--- src/hdl/fhsdr_pkg.sv ---
// Package of offsets, field positions, reset values and timing counts for the host register slice.
`default_nettype none
package fhsdr_pkg;
  // ---------------------------------------------------------------
  // Register offsets (word index; byte address is four times it).
  // ---------------------------------------------------------------
  localparam logic [11:0] ofs_main_status       = 12'h3f4;
  localparam logic [11:0] ofs_command_data_port = 12'h3f5;
  localparam logic [11:0] ofs_input_status      = 12'h3f7;
  localparam logic [11:0] ofs_rate_control      = 12'h3f7;
  localparam logic [11:0] ofs_write_rate        = 12'h3f4;
  localparam logic [11:0] ofs_core_ctrl         = 12'h3f0;
  localparam logic [11:0] ofs_core_stat         = 12'h3f1;
  // ---------------------------------------------------------------
  // Field positions.
  // ---------------------------------------------------------------
  localparam int ms_cmd_busy   = 4;
  localparam int ms_polled     = 5;
  localparam int ms_direction  = 6;
  localparam int ms_request    = 7;
  localparam int is_media      = 7;
  localparam int rc_precomp    = 2;
  localparam int dor_dma_gate  = 3;
  // ---------------------------------------------------------------
  // Reset values and codes.
  // ---------------------------------------------------------------
  localparam logic [1:0] rate_500k   = 2'h0;
  localparam logic [1:0] rate_300k   = 2'h1;
  localparam logic [1:0] rate_250k   = 2'h2;
  localparam logic [1:0] rate_1m     = 2'h3;
  localparam logic [1:0] rate_reset  = rate_250k;
  localparam logic [7:0] fill_byte   = 8'h00;
  localparam logic [1:0] mode_a      = 2'h0;
  localparam logic [1:0] mode_b      = 2'h1;
  localparam logic [1:0] mode_c      = 2'h2;
  localparam logic [7:0] op_seek     = 8'h0f;
  localparam logic [7:0] op_recal    = 8'h07;
  localparam logic [7:0] op_specify  = 8'h03;
  localparam logic [7:0] op_configure = 8'h13;
  localparam logic [7:0] op_read     = 8'h06;
  localparam logic [7:0] op_write    = 8'h05;
  localparam logic [4:0] fifo_depth  = 5'h10;
  localparam logic [2:0] result_len  = 3'h7;
  // ---------------------------------------------------------------
  // Timing: byte period at each rate and service margin.
  // ---------------------------------------------------------------
  localparam int clk_mhz       = 125;
  localparam int byte_ns_1m    = 8000;
  localparam int byte_ns_500k  = 16000;
  localparam int byte_ns_300k  = 26667;
  localparam int byte_ns_250k  = 32000;
  localparam int margin_ns     = 1500;
  localparam int byte_cyc_1m   = byte_ns_1m * clk_mhz / 1000;
  localparam int byte_cyc_500k = byte_ns_500k * clk_mhz / 1000;
  localparam int byte_cyc_300k = byte_ns_300k * clk_mhz / 1000;
  localparam int byte_cyc_250k = byte_ns_250k * clk_mhz / 1000;
endpackage
`default_nettype wire

--- src/hdl/fhsdr_fifo_if.sv ---
// Interface carrying the data FIFO controls between the core and its byte store.
`default_nettype none
interface fhsdr_fifo_if;
  logic       push;
  logic       pop;
  logic       flush;
  logic [7:0] wdata;
  logic [7:0] rdata;
  logic [4:0] count;
  modport owner (output push, output pop, output flush, output wdata,
                 input rdata, input count);
  modport store (input push, input pop, input flush, input wdata,
                 output rdata, output count);
endinterface
`default_nettype wire

--- src/hdl/fhsdr_fifo.sv ---
// Sixteen-byte data FIFO held in flip-flops.
`default_nettype none
module fhsdr_fifo (
  // Clock and reset.
  input wire logic        core_clk,
  input wire logic        sys_rst,
  // Controls.
  fhsdr_fifo_if.store     f
);
  logic [7:0] mem [16];
  logic [3:0] rd_ptr;
  logic [3:0] wr_ptr;
  logic [4:0] cnt;

  assign f.rdata = mem[rd_ptr];
  assign f.count = cnt;

  always_ff @(posedge core_clk) begin
    if (f.push && cnt != fhsdr_pkg::fifo_depth) begin
      mem[wr_ptr] <= f.wdata;
    end
  end

  always_ff @(posedge core_clk) begin
    if (sys_rst || f.flush) begin
      rd_ptr <= 4'h0;
      wr_ptr <= 4'h0;
      cnt    <= 5'h00;
    end else begin
      if (f.push && cnt != fhsdr_pkg::fifo_depth) begin
        wr_ptr <= wr_ptr + 4'h1;
      end
      if (f.pop && cnt != 5'h00) begin
        rd_ptr <= rd_ptr + 4'h1;
      end
      cnt <= cnt + 5'((f.push && cnt != fhsdr_pkg::fifo_depth) ? 1 : 0)
                 - 5'((f.pop && cnt != 5'h00) ? 1 : 0);
    end
  end
endmodule
`default_nettype wire

--- src/hdl/fhsdr_byte_timer.sv ---
// Byte-period enable divider for the selected data rate.
`default_nettype none
module fhsdr_byte_timer (
  // Clock and reset.
  input  wire logic       core_clk,
  input  wire logic       sys_rst,
  // Control.
  input  wire logic       run,
  input  wire logic [1:0] rate,
  // Output.
  output logic            tick
);
  logic [12:0] cnt;
  logic [12:0] limit;

  always_comb begin
    case (rate)
      fhsdr_pkg::rate_1m:   limit = 13'(fhsdr_pkg::byte_cyc_1m - 1);
      fhsdr_pkg::rate_500k: limit = 13'(fhsdr_pkg::byte_cyc_500k - 1);
      fhsdr_pkg::rate_300k: limit = 13'(fhsdr_pkg::byte_cyc_300k - 1);
      default:              limit = 13'(fhsdr_pkg::byte_cyc_250k - 1);
    endcase
  end

  always_ff @(posedge core_clk) begin
    if (sys_rst || !run) begin
      cnt  <= 13'h0000;
      tick <= 1'b0;
    end else if (cnt >= limit) begin
      cnt  <= 13'h0000;
      tick <= 1'b1;
    end else begin
      cnt  <= cnt + 13'h0001;
      tick <= 1'b0;
    end
  end
endmodule
`default_nettype wire

--- src/hdl/fhsdr_regs.sv ---
// Host register slice of the floppy controller: status, data port, input status and rate.
`default_nettype none
module fhsdr_regs (
  // Clock and reset.
  input  wire logic        core_clk,
  input  wire logic        sys_rst,
  // Avalon-MM slave.
  input  wire logic [13:0] avs_address,
  input  wire logic        avs_read,
  input  wire logic        avs_write,
  input  wire logic [31:0] avs_writedata,
  input  wire logic [3:0]  avs_byteenable,
  output logic [31:0]      avs_readdata,
  output logic             avs_waitrequest,
  output logic [1:0]       avs_response,
  // Drive cable and configuration.
  input  wire logic        media_changed,
  input  wire logic [1:0]  layout_mode,
  input  wire logic        dma_gate,
  input  wire logic        soft_reset,
  // Disk side data stream.
  input  wire logic        disk_byte_in_valid,
  input  wire logic [7:0]  disk_byte_in,
  output logic             disk_byte_out_valid,
  output logic [7:0]       disk_byte_out,
  output logic             disk_crc_fill,
  // Outputs.
  output logic             density_pin,
  output logic [1:0]       rate_select,
  output logic             data_bus_lo_oe_n
);
  // ---------------------------------------------------------------
  // Command phase tracking.
  // ---------------------------------------------------------------
  typedef enum logic [2:0] {st_idle, st_params, st_exec, st_drain, st_result} fhsdr_phase_e;

  fhsdr_phase_e phase;
  logic [7:0]   opcode;
  logic [3:0]   params_left;
  logic [2:0]   results_left;
  logic [3:0]   exec_left;
  logic         polled_mode;
  logic         fifo_enabled;
  logic         precomp_off;
  logic         fault;
  logic         tick;
  logic         acc_pending;
  logic         is_rd;
  logic         is_wr;
  logic [11:0]  idx;
  logic         data_rd;
  logic         data_wr;
  logic         req_ready;
  logic         dir_read;
  logic [7:0]   result_byte;
  logic         fifo_full;
  fhsdr_fifo_if fif ();

  function automatic logic [3:0] param_count(input logic [7:0] op);
    case (op)
      fhsdr_pkg::op_seek:      param_count = 4'h2;
      fhsdr_pkg::op_recal:     param_count = 4'h1;
      fhsdr_pkg::op_specify:   param_count = 4'h2;
      fhsdr_pkg::op_configure: param_count = 4'h3;
      fhsdr_pkg::op_read:      param_count = 4'h8;
      fhsdr_pkg::op_write:     param_count = 4'h8;
      default:                 param_count = 4'h0;
    endcase
  endfunction

  function automatic logic has_exec(input logic [7:0] op);
    has_exec = (op == fhsdr_pkg::op_read) || (op == fhsdr_pkg::op_write);
  endfunction

  function automatic logic has_result(input logic [7:0] op);
    has_result = has_exec(op);
  endfunction

  assign idx     = avs_address[13:2];
  assign is_rd   = avs_read && acc_pending;
  assign is_wr   = avs_write && acc_pending && avs_byteenable[0];
  assign data_rd = is_rd && idx == fhsdr_pkg::ofs_command_data_port;
  assign data_wr = is_wr && idx == fhsdr_pkg::ofs_command_data_port;
  // With the FIFO off, one held byte already counts as full.
  assign fifo_full = fif.count >= (fifo_enabled ? fhsdr_pkg::fifo_depth : 5'h01);

  // Request and direction from the phase.
  always_comb begin
    req_ready = 1'b0;
    dir_read  = 1'b0;
    case (phase)
      st_idle, st_params: req_ready = 1'b1;
      st_exec: begin
        dir_read  = (opcode == fhsdr_pkg::op_read);
        req_ready = dir_read ? (fif.count != 5'h00)
                             : !fifo_full;
      end
      st_drain: begin
        dir_read  = 1'b1;
        req_ready = fif.count != 5'h00;
      end
      st_result: begin
        dir_read  = 1'b1;
        req_ready = 1'b1;
      end
      default: req_ready = 1'b0;
    endcase
  end

  // ---------------------------------------------------------------
  // Bus slave: one wait cycle, answer on the second edge.
  // ---------------------------------------------------------------
  // Waitrequest is kept as a registered inverse of the pending flag so the port leaves a flop.
  always_ff @(posedge core_clk) begin
    if (sys_rst || acc_pending) begin
      acc_pending     <= 1'b0;
      avs_waitrequest <= 1'b1;
    end else begin
      acc_pending     <= avs_read || avs_write;
      avs_waitrequest <= !(avs_read || avs_write);
    end
  end

  assign result_byte = {fault, 4'h0, results_left};

  always_ff @(posedge core_clk) begin
    if (sys_rst) begin
      avs_readdata     <= 32'h0000_0000;
      avs_response     <= 2'h0;
      data_bus_lo_oe_n <= 1'b0;
    end else if (avs_read && !acc_pending) begin
      avs_readdata     <= 32'h0000_0000;
      data_bus_lo_oe_n <= 1'b0;
      case (idx)
        fhsdr_pkg::ofs_main_status: begin
          avs_readdata[fhsdr_pkg::ms_request]   <= req_ready;
          avs_readdata[fhsdr_pkg::ms_direction] <= dir_read;
          avs_readdata[fhsdr_pkg::ms_polled]    <= polled_mode && phase == st_exec;
          avs_readdata[fhsdr_pkg::ms_cmd_busy]  <= phase != st_idle;
        end
        fhsdr_pkg::ofs_command_data_port: begin
          avs_readdata[7:0] <= (phase == st_result) ? result_byte : fif.rdata;
        end
        fhsdr_pkg::ofs_input_status: begin
          avs_readdata[fhsdr_pkg::is_media] <= !media_changed;
          case (layout_mode)
            fhsdr_pkg::mode_b: begin
              avs_readdata[6:3] <= 4'hf;
              avs_readdata[2:1] <= rate_select;
              avs_readdata[0]   <= !(rate_select == fhsdr_pkg::rate_500k ||
                                     rate_select == fhsdr_pkg::rate_1m);
            end
            fhsdr_pkg::mode_c: begin
              avs_readdata[fhsdr_pkg::dor_dma_gate] <= dma_gate;
              avs_readdata[fhsdr_pkg::rc_precomp]   <= precomp_off;
              avs_readdata[1:0]                     <= rate_select;
            end
            default: data_bus_lo_oe_n <= 1'b1;
          endcase
        end
        fhsdr_pkg::ofs_core_stat: begin
          avs_readdata[7:0] <= {fifo_enabled, fault, polled_mode, 2'h0, 3'(phase)};
        end
        default: avs_readdata <= 32'h0000_0000;
      endcase
    end
  end

  // ---------------------------------------------------------------
  // Rate, precompensation and density.
  // ---------------------------------------------------------------
  always_ff @(posedge core_clk) begin
    if (sys_rst) begin
      rate_select <= fhsdr_pkg::rate_reset;
    end else if (is_wr && (idx == fhsdr_pkg::ofs_rate_control ||
                           idx == fhsdr_pkg::ofs_write_rate)) begin
      rate_select <= avs_writedata[1:0];
    end
  end

  always_ff @(posedge core_clk) begin
    if (sys_rst) begin
      precomp_off <= 1'b0;
    end else if (is_wr && idx == fhsdr_pkg::ofs_rate_control &&
                 layout_mode == fhsdr_pkg::mode_c) begin
      precomp_off <= avs_writedata[fhsdr_pkg::rc_precomp];
    end
  end

  always_ff @(posedge core_clk) begin
    if (sys_rst) begin
      density_pin <= 1'b1;
    end else begin
      density_pin <= (rate_select == fhsdr_pkg::rate_500k ||
                      rate_select == fhsdr_pkg::rate_1m);
    end
  end

  // ---------------------------------------------------------------
  // Command sequencer.
  // ---------------------------------------------------------------
  fhsdr_byte_timer u_timer (
    .core_clk (core_clk),
    .sys_rst  (sys_rst),
    .run      (phase == st_exec),
    .rate     (rate_select),
    .tick     (tick)
  );

  always_ff @(posedge core_clk) begin
    if (sys_rst || soft_reset) begin
      phase        <= st_idle;
      opcode       <= 8'h00;
      params_left  <= 4'h0;
      results_left <= 3'h0;
      exec_left    <= 4'h0;
      fault        <= 1'b0;
    end else begin
      case (phase)
        st_idle: if (data_wr) begin
          opcode      <= avs_writedata[7:0];
          params_left <= param_count(avs_writedata[7:0]);
          fault       <= 1'b0;
          phase       <= (param_count(avs_writedata[7:0]) == 4'h0) ? st_idle : st_params;
        end
        st_params: if (data_wr) begin
          params_left <= params_left - 4'h1;
          if (params_left == 4'h1) begin
            exec_left <= 4'hf;
            if (has_exec(opcode)) begin
              phase <= st_exec;
            end else if (has_result(opcode)) begin
              phase <= st_result;
            end else begin
              phase <= st_idle;
            end
          end
        end
        st_exec: if (tick) begin
          if (opcode == fhsdr_pkg::op_read && fifo_full) begin
            fault <= 1'b1;
            phase <= st_drain;
          end else if (opcode == fhsdr_pkg::op_write && fif.count == 5'h00) begin
            fault <= 1'b1;
            phase <= st_result;
            results_left <= fhsdr_pkg::result_len;
          end else if (exec_left == 4'h0) begin
            phase <= (opcode == fhsdr_pkg::op_read) ? st_drain : st_result;
            results_left <= fhsdr_pkg::result_len;
          end else begin
            exec_left <= exec_left - 4'h1;
          end
        end
        st_drain: if (fif.count == 5'h00) begin
          phase        <= st_result;
          results_left <= fhsdr_pkg::result_len;
        end
        st_result: if (data_rd) begin
          results_left <= results_left - 3'h1;
          if (results_left == 3'h1) begin
            phase <= st_idle;
          end
        end
        default: phase <= st_idle;
      endcase
    end
  end

  // Configure and specify parameters pick FIFO and polled modes.
  always_ff @(posedge core_clk) begin
    if (sys_rst || soft_reset) begin
      fifo_enabled <= 1'b0;
      polled_mode  <= 1'b0;
    end else if (phase == st_params && data_wr && params_left == 4'h1) begin
      if (opcode == fhsdr_pkg::op_configure) begin
        fifo_enabled <= !avs_writedata[5];
      end
      if (opcode == fhsdr_pkg::op_specify) begin
        polled_mode <= avs_writedata[0];
      end
    end
  end

  // ---------------------------------------------------------------
  // Data FIFO and disk byte stream.
  // ---------------------------------------------------------------
  fhsdr_fifo u_fifo (
    .core_clk (core_clk),
    .sys_rst  (sys_rst),
    .f        (fif)
  );

  assign fif.flush = phase != st_exec && phase != st_drain;
  assign fif.push  = phase == st_exec && !fifo_full && (opcode == fhsdr_pkg::op_read ?
                     disk_byte_in_valid : data_wr);
  assign fif.wdata = opcode == fhsdr_pkg::op_read ? disk_byte_in : avs_writedata[7:0];
  assign fif.pop   = (phase == st_exec || phase == st_drain) &&
                     (opcode == fhsdr_pkg::op_read ? data_rd : tick);

  always_ff @(posedge core_clk) begin
    if (sys_rst) begin
      disk_byte_out_valid <= 1'b0;
      disk_byte_out       <= 8'h00;
      disk_crc_fill       <= 1'b0;
    end else begin
      disk_byte_out_valid <= phase == st_exec && opcode == fhsdr_pkg::op_write && tick;
      disk_byte_out       <= (fif.count == 5'h00) ? fhsdr_pkg::fill_byte : fif.rdata;
      disk_crc_fill       <= phase == st_exec && opcode == fhsdr_pkg::op_write &&
                             tick && fif.count == 5'h00;
    end
  end
endmodule
`default_nettype wire

--- config.mk ---
export PLATFORM = sky130hd
export DESIGN_NAME = fhsdr_regs
export DESIGN_NICKNAME = d
export VERILOG_FILES = /design/src/hdl/fhsdr_pkg.sv /design/src/hdl/fhsdr_fifo_if.sv /design/src/hdl/fhsdr_fifo.sv /design/src/hdl/fhsdr_byte_timer.sv /design/src/hdl/fhsdr_regs.sv
export SDC_FILE = /design/constraint.sdc
export NUM_CORES = 1
export LEC_CHECK = 0
export ABC_AREA = 1
export BUFFER_PORTS_ARGS = -buffer_cell sky130_fd_sc_hd__buf_4
export CAP_MARGIN = 20
export CORE_ASPECT_RATIO = 0.5
export CORE_MARGIN = 4
export CORE_UTILIZATION = 42
export DETAILED_ROUTE_END_ITERATION = 8
export GPL_ROUTABILITY_DRIVEN = 1
export PLACE_DENSITY = 0.71
export SYNTH_ARGS = -nofsm -noshare
export SYNTH_HDL_FRONTEND = slang
export SYNTH_SLANG_ARGS = --single-unit
--- constraint.sdc ---
create_clock -name core_clk -period 2.9 [get_ports core_clk]
set_input_delay 0.29 -clock core_clk [delete_from_list [all_inputs] [get_ports core_clk]]
set_output_delay 0.29 -clock core_clk [all_outputs]
set_load 0.02 [all_outputs]
# Word-level counts from Yosys, hierarchy flattened
# Memory sizes are Yosys's and may differ from the RTL's. A register that Yosys moved wholly into a read port is not among the register bits.
# Cells that the tools add are included.
op_classes:
  eq_ne: 40
  reduce_logical: 65
  order_cmp: 2
  n_addsub: 8
  muxes: 61
ops:
  columns: ["operator", "n"]
  rows:
  - ["3-bit two-way mux", 18]
  - ["12-bit by 10-bit == test with 1-bit output (second input constant)", 4]
  - ["4-bit two-way mux", 12]
  - ["8-bit by 3-bit == test with 1-bit output (second input constant)", 5]
  - ["12-bit case mux with 3 select lines", 1]
  - ["4-bit case mux with 4 select lines", 2]
  - ["4-bit case mux with 2 select lines", 3]
  - ["1-bit logical AND", 23]
  - ["8-bit by 2-bit == test with 1-bit output (second input constant)", 2]
  - ["8-bit by 5-bit == test with 1-bit output (second input constant)", 2]
  - ["8-bit two-way mux", 2]
  - ["2-bit inequality test (second input constant)", 8]
  - ["1-bit two-way mux", 15]
  - ["3-bit case mux with 5 select lines", 1]
  - ["13-bit by 1-bit adder with 13-bit output (second input constant)", 1]
  - ["13-bit by 12-bit greater-or-equal comparator with 1-bit output", 1]
  - ["4-bit case mux with 3 select lines", 1]
  - ["2-bit OR reduction", 6]
  - ["1-bit logical OR", 9]
  - ["3-bit case mux with 3 select lines", 1]
  - ["4-bit by 1-bit adder with 4-bit output (second input constant)", 2]
  - ["8-bit by 4-bit == test with 1-bit output (second input constant)", 1]
  - ["4-bit zero test", 2]
  - ["8-bit AND reduction", 1]
  - ["33 further kinds", 53]
totals:
  output_inout_bits: 49
  reg_bits: 77
  in_bits: 68
  n_memories: 1
  ram_bits: 128
memory_table:
  columns: ["memory", "depth", "word_bits", "rd", "rd_ports_with_merged_regs", "wr", "line", "rtl"]
  rows:
  - ["u_fifo.mem", 16, 8, 1, 1, 1, "fhsdr_fifo.sv:10", "logic [7:0] mem [16];"]

# Depth between registers and ports, before layout
logic_depth:
  depth_word: 10
  ltp_mapped: 16
  mapped_depth_nobuf: 16

# Hierarchy
# From an unflattened synthesis, not the netlist that was laid out.
unflattened:
  hier_cells: 1301
  hier_area_um2: 10700.3
modules_own_cells:
  columns: ["mod", "cells_each", "area_each_um2", "seq_area_each_um2", "instances"]
  rows:
  - ["fhsdr_fifo", 655, 6451.2, 4184.0, 1]
  - ["fhsdr_regs", 506, 3243.1, 1001.0, 1]
  - ["fhsdr_byte_timer", 140, 1006.0, 280.3, 1]

# Least setup slack after synthesis
# OpenSTA, ideal clock, no wires.
synth_timing:
  kind: "in2reg"
  startpoint: "input avs_address[13]"
  endpoint: "register u_fifo.cnt[4] (netlist: u_fifo.f.count[4])"
  slack_ns: 0.533
  arrival_ns: 2.297
  required_ns: 2.830
  n_path_buf: 0
  cell_stages: 15
  setup_ns: 0.070
  cell_sequence: "nor2_1 -> nand3_1 -> nor2_4 -> nand2_2 -> inv_2 -> nand3_1 -> nand2_1 -> nand3_1 -> nand2_1 -> nand2_1 -> ha_1 -> fa_1 -> a211oi_1 -> o21ai_0 -> a21oi_1"
synth_via:
  elab_chain_len: 8
  elab_cells_between_ends: 13
  classes_between: "add/sub (2); eq/ne (1); mux (4); reduce/logical (6)"
synth_rtl:
  columns: ["element", "line", "rtl"]
  rows:
  - ["start, declared", "fhsdr_regs.sv:8", "input wire logic [13:0] avs_address,"]
  - ["12-bit by 10-bit == test with 1-bit output *", "fhsdr_regs.sv:82, fhsdr_regs.sv:83", null]
  - ["1-bit logical AND", "fhsdr_regs.sv:83", "assign data_wr = is_wr && idx == fhsdr_pkg::ofs_command_data_port;"]
  - ["1-bit two-way mux", "fhsdr_regs.sv:294", "assign fif.push = phase == st_exec && !fifo_full && (opcode == fhsdr_pkg::op_read ?"]
  - ["1-bit logical AND", "fhsdr_regs.sv:294", null]
  - ["1-bit logical AND", "fhsdr_fifo.sv:36", "cnt <= cnt + 5'((f.push && cnt != fhsdr_pkg::fifo_depth) ? 1 : 0)"]
  - ["1-bit two-way mux", "fhsdr_fifo.sv:36", null]
  - ["5-bit adder", "fhsdr_fifo.sv:36", null]
  - ["5-bit subtractor *", "fhsdr_fifo.sv:37", "- 5'((f.pop && cnt != 5'h00) ? 1 : 0);"]
  - ["end signal, assigned", "fhsdr_fifo.sv:36", null]
  - ["end, declared", "fhsdr_fifo.sv:13", "logic [4:0] cnt;"]
# Mark *: on every way between the ends. The rest lies on a longest branch, timed or not.
# A chain may end at the register's enable or synchronous reset.

# Worst setup path after layout
layout_timing:
  startpoint: "register u_fifo.cnt[2] (netlist: u_fifo.f.count[2])"
  endpoint: "register u_fifo.cnt[4] (netlist: u_fifo.f.count[4])"
layout_via:
  elab_chain_len: 8
  elab_cells_between_ends: 12
  classes_between: "add/sub (2); order compare (1); eq/ne (1); mux (2); reduce/logical (6)"
layout_rtl:
  columns: ["element", "line", "rtl"]
  rows:
  - ["5-bit greater-or-equal comparator", "fhsdr_regs.sv:85", "assign fifo_full = fif.count >= (fifo_enabled ? fhsdr_pkg::fifo_depth : 5'h01);"]
  - ["1-bit zero test", "fhsdr_regs.sv:294", null]
  - ["1-bit logical AND (2 in a row)", "fhsdr_regs.sv:294", null]
  - ["1-bit logical AND", "fhsdr_fifo.sv:36", null]
  - ["1-bit two-way mux", "fhsdr_fifo.sv:36", null]
  - ["5-bit adder", "fhsdr_fifo.sv:36", null]
  - ["5-bit subtractor *", "fhsdr_fifo.sv:37", null]
# Marks and branches as above.

==> results by group <==
Clock network
  • Worst skew pair latency: between 0.5 and 0.6 ns
  • CTS H-tree depth: 1
  • Setup Buffers After CTS: 0
  • CTS tree: yes
  • CTS Buf Count: 21
  • Clock Tree Root: clkbuf_16
  • Reg clk slew, reported paths: 0.06 ns
  • TritonCTS Sinks: around 210
  • CTS Buffer Depth: 3

Final layout
  • Multi-input logic area: between 0.003 and 0.004 mm^2
  • Layout area overhead: 15.50%
  • FILL cells: ~2.1k
  • Ant. Diodes: 0
  • Commonest non-fill, non-tap cell in the layout: nand2_1
  • Nets@finish: 1315
  • Most frequent cells in the layout: 183 x nand2_1, 159 x nor2_1, 128 x edfxtp_1
  • Layout cells sized above 1: about an eighth
  • Sequential Area: 0.005468 mm^2

Synth
  • FF+latch count, synth: between 200 and 250
  • Synth Cell Area: 0.01003 mm^2
  • Ys flop type: edfxtp_1
  • Synth Warn #: 0
  • Post-synth EDFFs: 128
  • Cell variety after synth: 41
  • Post-synth ARST share: 0%
  • Mean post-synth cell area: about 9 um^2
  • Cells after Synth: 1120
  • Post-synthesis sequential area ratio: approximately 55%

Setup path
  • Max Fanout on Critical Path: 4
  • CP startpoint kind: flip-flop
  • Crit path capture type: flip-flop
  • CP Class: flip-flop to flip-flop
  • Req. time, crit path: approximately 3.3 ns
  • CP Data Arrival Time: 3.05 ns
  • Cells on worst reg2reg path: 14

Pwr
  • P per Cell Area: ~510 mW/mm^2
  • Sequential share of power: a little over half
  • Pleak: roughly 4.5 nW
  • Sw frac: between 20% and 30%
  • Peak VDD IR: ~0.00037 V
  • Internal power component: between 4 and 5 mW
  • Gate power share: ~3.1%
  • Pwr Total: about 5.9 mW
  • Clock share of power: 43.8%
  • Switching Power: 1.228 mW

Placed design
  • Pre-CTS setup slack: approximately 0.21 ns
  • Post-DP HPWL: 17010 um
  • Port bufs: 61
  • GPL Wtd Cong: slightly below 0.9

Drt
  • Antenna-violating nets left: 0
  • DRC Markers: 0
  • Drt total wl: approximately 25000 um
  • DRT iter0 DRCs: about 650
  • Wire length per cell: between 15 and 20 um
  • DR vias: around 8k
  • Mean number of vias per cell: approximately 5.2
  • Router iterations before antenna repair: 5

STA
  • Final setup fails: 0
  • Pins over their slew limit: 0
  • Fin. Hold Viols: 0
  • Worst-margin pin slew: roughly 0.81 ns
  • Clock Skew: between 0.015 and 0.02 ns
  • Final worst slack: approximately 0.27 ns
  • Final period util: about nine tenths
  • TNS Setup: 0 ns
  • Max Clock Freq: about 0.38 GHz
  • RSZ-0062 raised after global routing: no
  • Slew headroom: ~46%
  • Min Clock Period, post-route: ~2.6 ns

Floorplan
  • Initial Utilization: between 40% and 50%
  • Die H: 117.3 um
  • Row count: 39
  • I/O pin count: 117
  • Die width: 226.5 um
  • Die Area: 0.02656 mm^2
  • Core Box Area: around 0.023 mm^2

GRT
  • Global Route Usage Sum: 18.46%
  • Vias in the first global route: 7675
  • Global-route wire length before repair: between 30000 and 40000 um
  • Total grt overflow: 0
  • Pin count of the biggest net entering global routing: between 70 and 80
  • Initial antenna violation count: 0

Hold path
  • Hold Path Depth: 2
  • Hold WC Path Type: input port to flip-flop

Outcome
  • Status: complete, no violations

Run
  • Max cap viols: 0
[cells in the mapped netlist (all sizes together), types with 2 or more instances]
master	n	area [um^2]
buf	37	252.7
nor3	6	51.30
nand4	9	56.30
clkinv	4	16.26
nor3b	2	15.01
edfxtp	128	3844
nor2	168	691.9
o211ai	25	187.7
nand2	186	705.7
nand3	81	430.4
clkbuf	20	75.07
inv	118	445.4
a211oi	3	22.52
dfxtp	81	1622
xnor2	5	43.79
a21oi	80	404.1
o21ai	106	530.5
ha	36	450.4
xor2	5	43.79
o22ai	5	31.28
nor4	3	18.77
or2	5	31.28
a31oi	2	12.51
[layer usage]
layer  up-vias  global-route usage (%)  routed length (um)
li1       3901                       -                   -
met1      3741                   24.15               10420
met2       290                   31.64               11710
met3        52                   3.015                1656
met4         0                   6.524                 765
met5         -                       0                   0
[through the flow]
stage / utilization, % / hold slack [ns] / cell area [um^2] / cells
final: 50.06 / 0.03607 / 11580 / 1531
after global routing: 50.06 / 0.03587 / 11580 / 1531
after CTS: 50.04 / 0.01886 / 11570 / 1531
after detailed placement: 47.18 / 0.4367 / 10910 / 1493
after global placement: 47.18 / 0.4321 / 10910 / 1493
after floorplan: - / 0.3890 / 10120 / 1145
[timing repair]
item	in CTS	in global routing
resized for setup	0	2
hold endpoints to repair	1	0
setup endpoints to repair	0	1
hold buffers	1	0
[logic make-up (layout without fill, tap and decap cells)]
family          after synthesis  count (layout)  share of synthesized area, %
compound gates              221             221                         11.86
buf+inv                     179             258                         7.875
flops                       209             209                         54.51
simple gates                463             463                         20.15
fa+ha+maj                    37              37                         4.692
other cells                   1              26                       0.03740
xor+xnor                     10              10                        0.8735
[state kept, by name, indices dropped and copies added (netlist names), 5 cells and up, named ones only]
register,flops
avs_readdata,8
disk_byte_out,8
opcode,8
u_fifo.f.count,5
u_fifo.mem,128
u_timer.cnt,13
[worst max-delay path, cell delays in order (launching register included)]
cell	delay (ns)
dfxtp_1	0.31
inv_1	0.12
ha_1	0.20
nand3_1	0.11
nor2_1	0.24
a21oi_1	0.09
nand2_1	0.07
a21oi_1	0.06
nand2_1	0.14
nand2_1	0.08
ha_1	0.22
fa_1	0.44
a211oi_2	0.26
o21ai_0	0.10
a21oi_1	0.13
[final timing paths]
path	startpoint	to	slack (ns)
max	u_fifo.f.count[2]	u_fifo.f.count[4]	0.27
min reg2reg	opcode[6]	opcode[6]	0.45
min	avs_write	avs_waitrequest	0.04
max reg2reg	u_fifo.f.count[2]	u_fifo.f.count[4]	0.27
[cell type report]
type | count | share of cell area (%)
sequential | 209 | 47.22
multi-input combinational | 757 | 33.42
timing repair buffer | 99 | 6.440
clock buffer | 29 | 5.057
inverter | 122 | 3.987
tap | 307 | 3.317
clock inverter | 8 | 0.5619
[power by group through the flow]
stage               sequential (mW)  clock, mW  combinational, mW
finish                         3.15       2.60              0.185
global route                   3.15       2.78              0.202
detailed placement             3.22          0              0.182
global placement               3.22          0              0.177
CTS                            3.15       2.65              0.183
floorplan                      3.22          0              0.110
No activity file was read; power rests on OpenSTA's default activity.
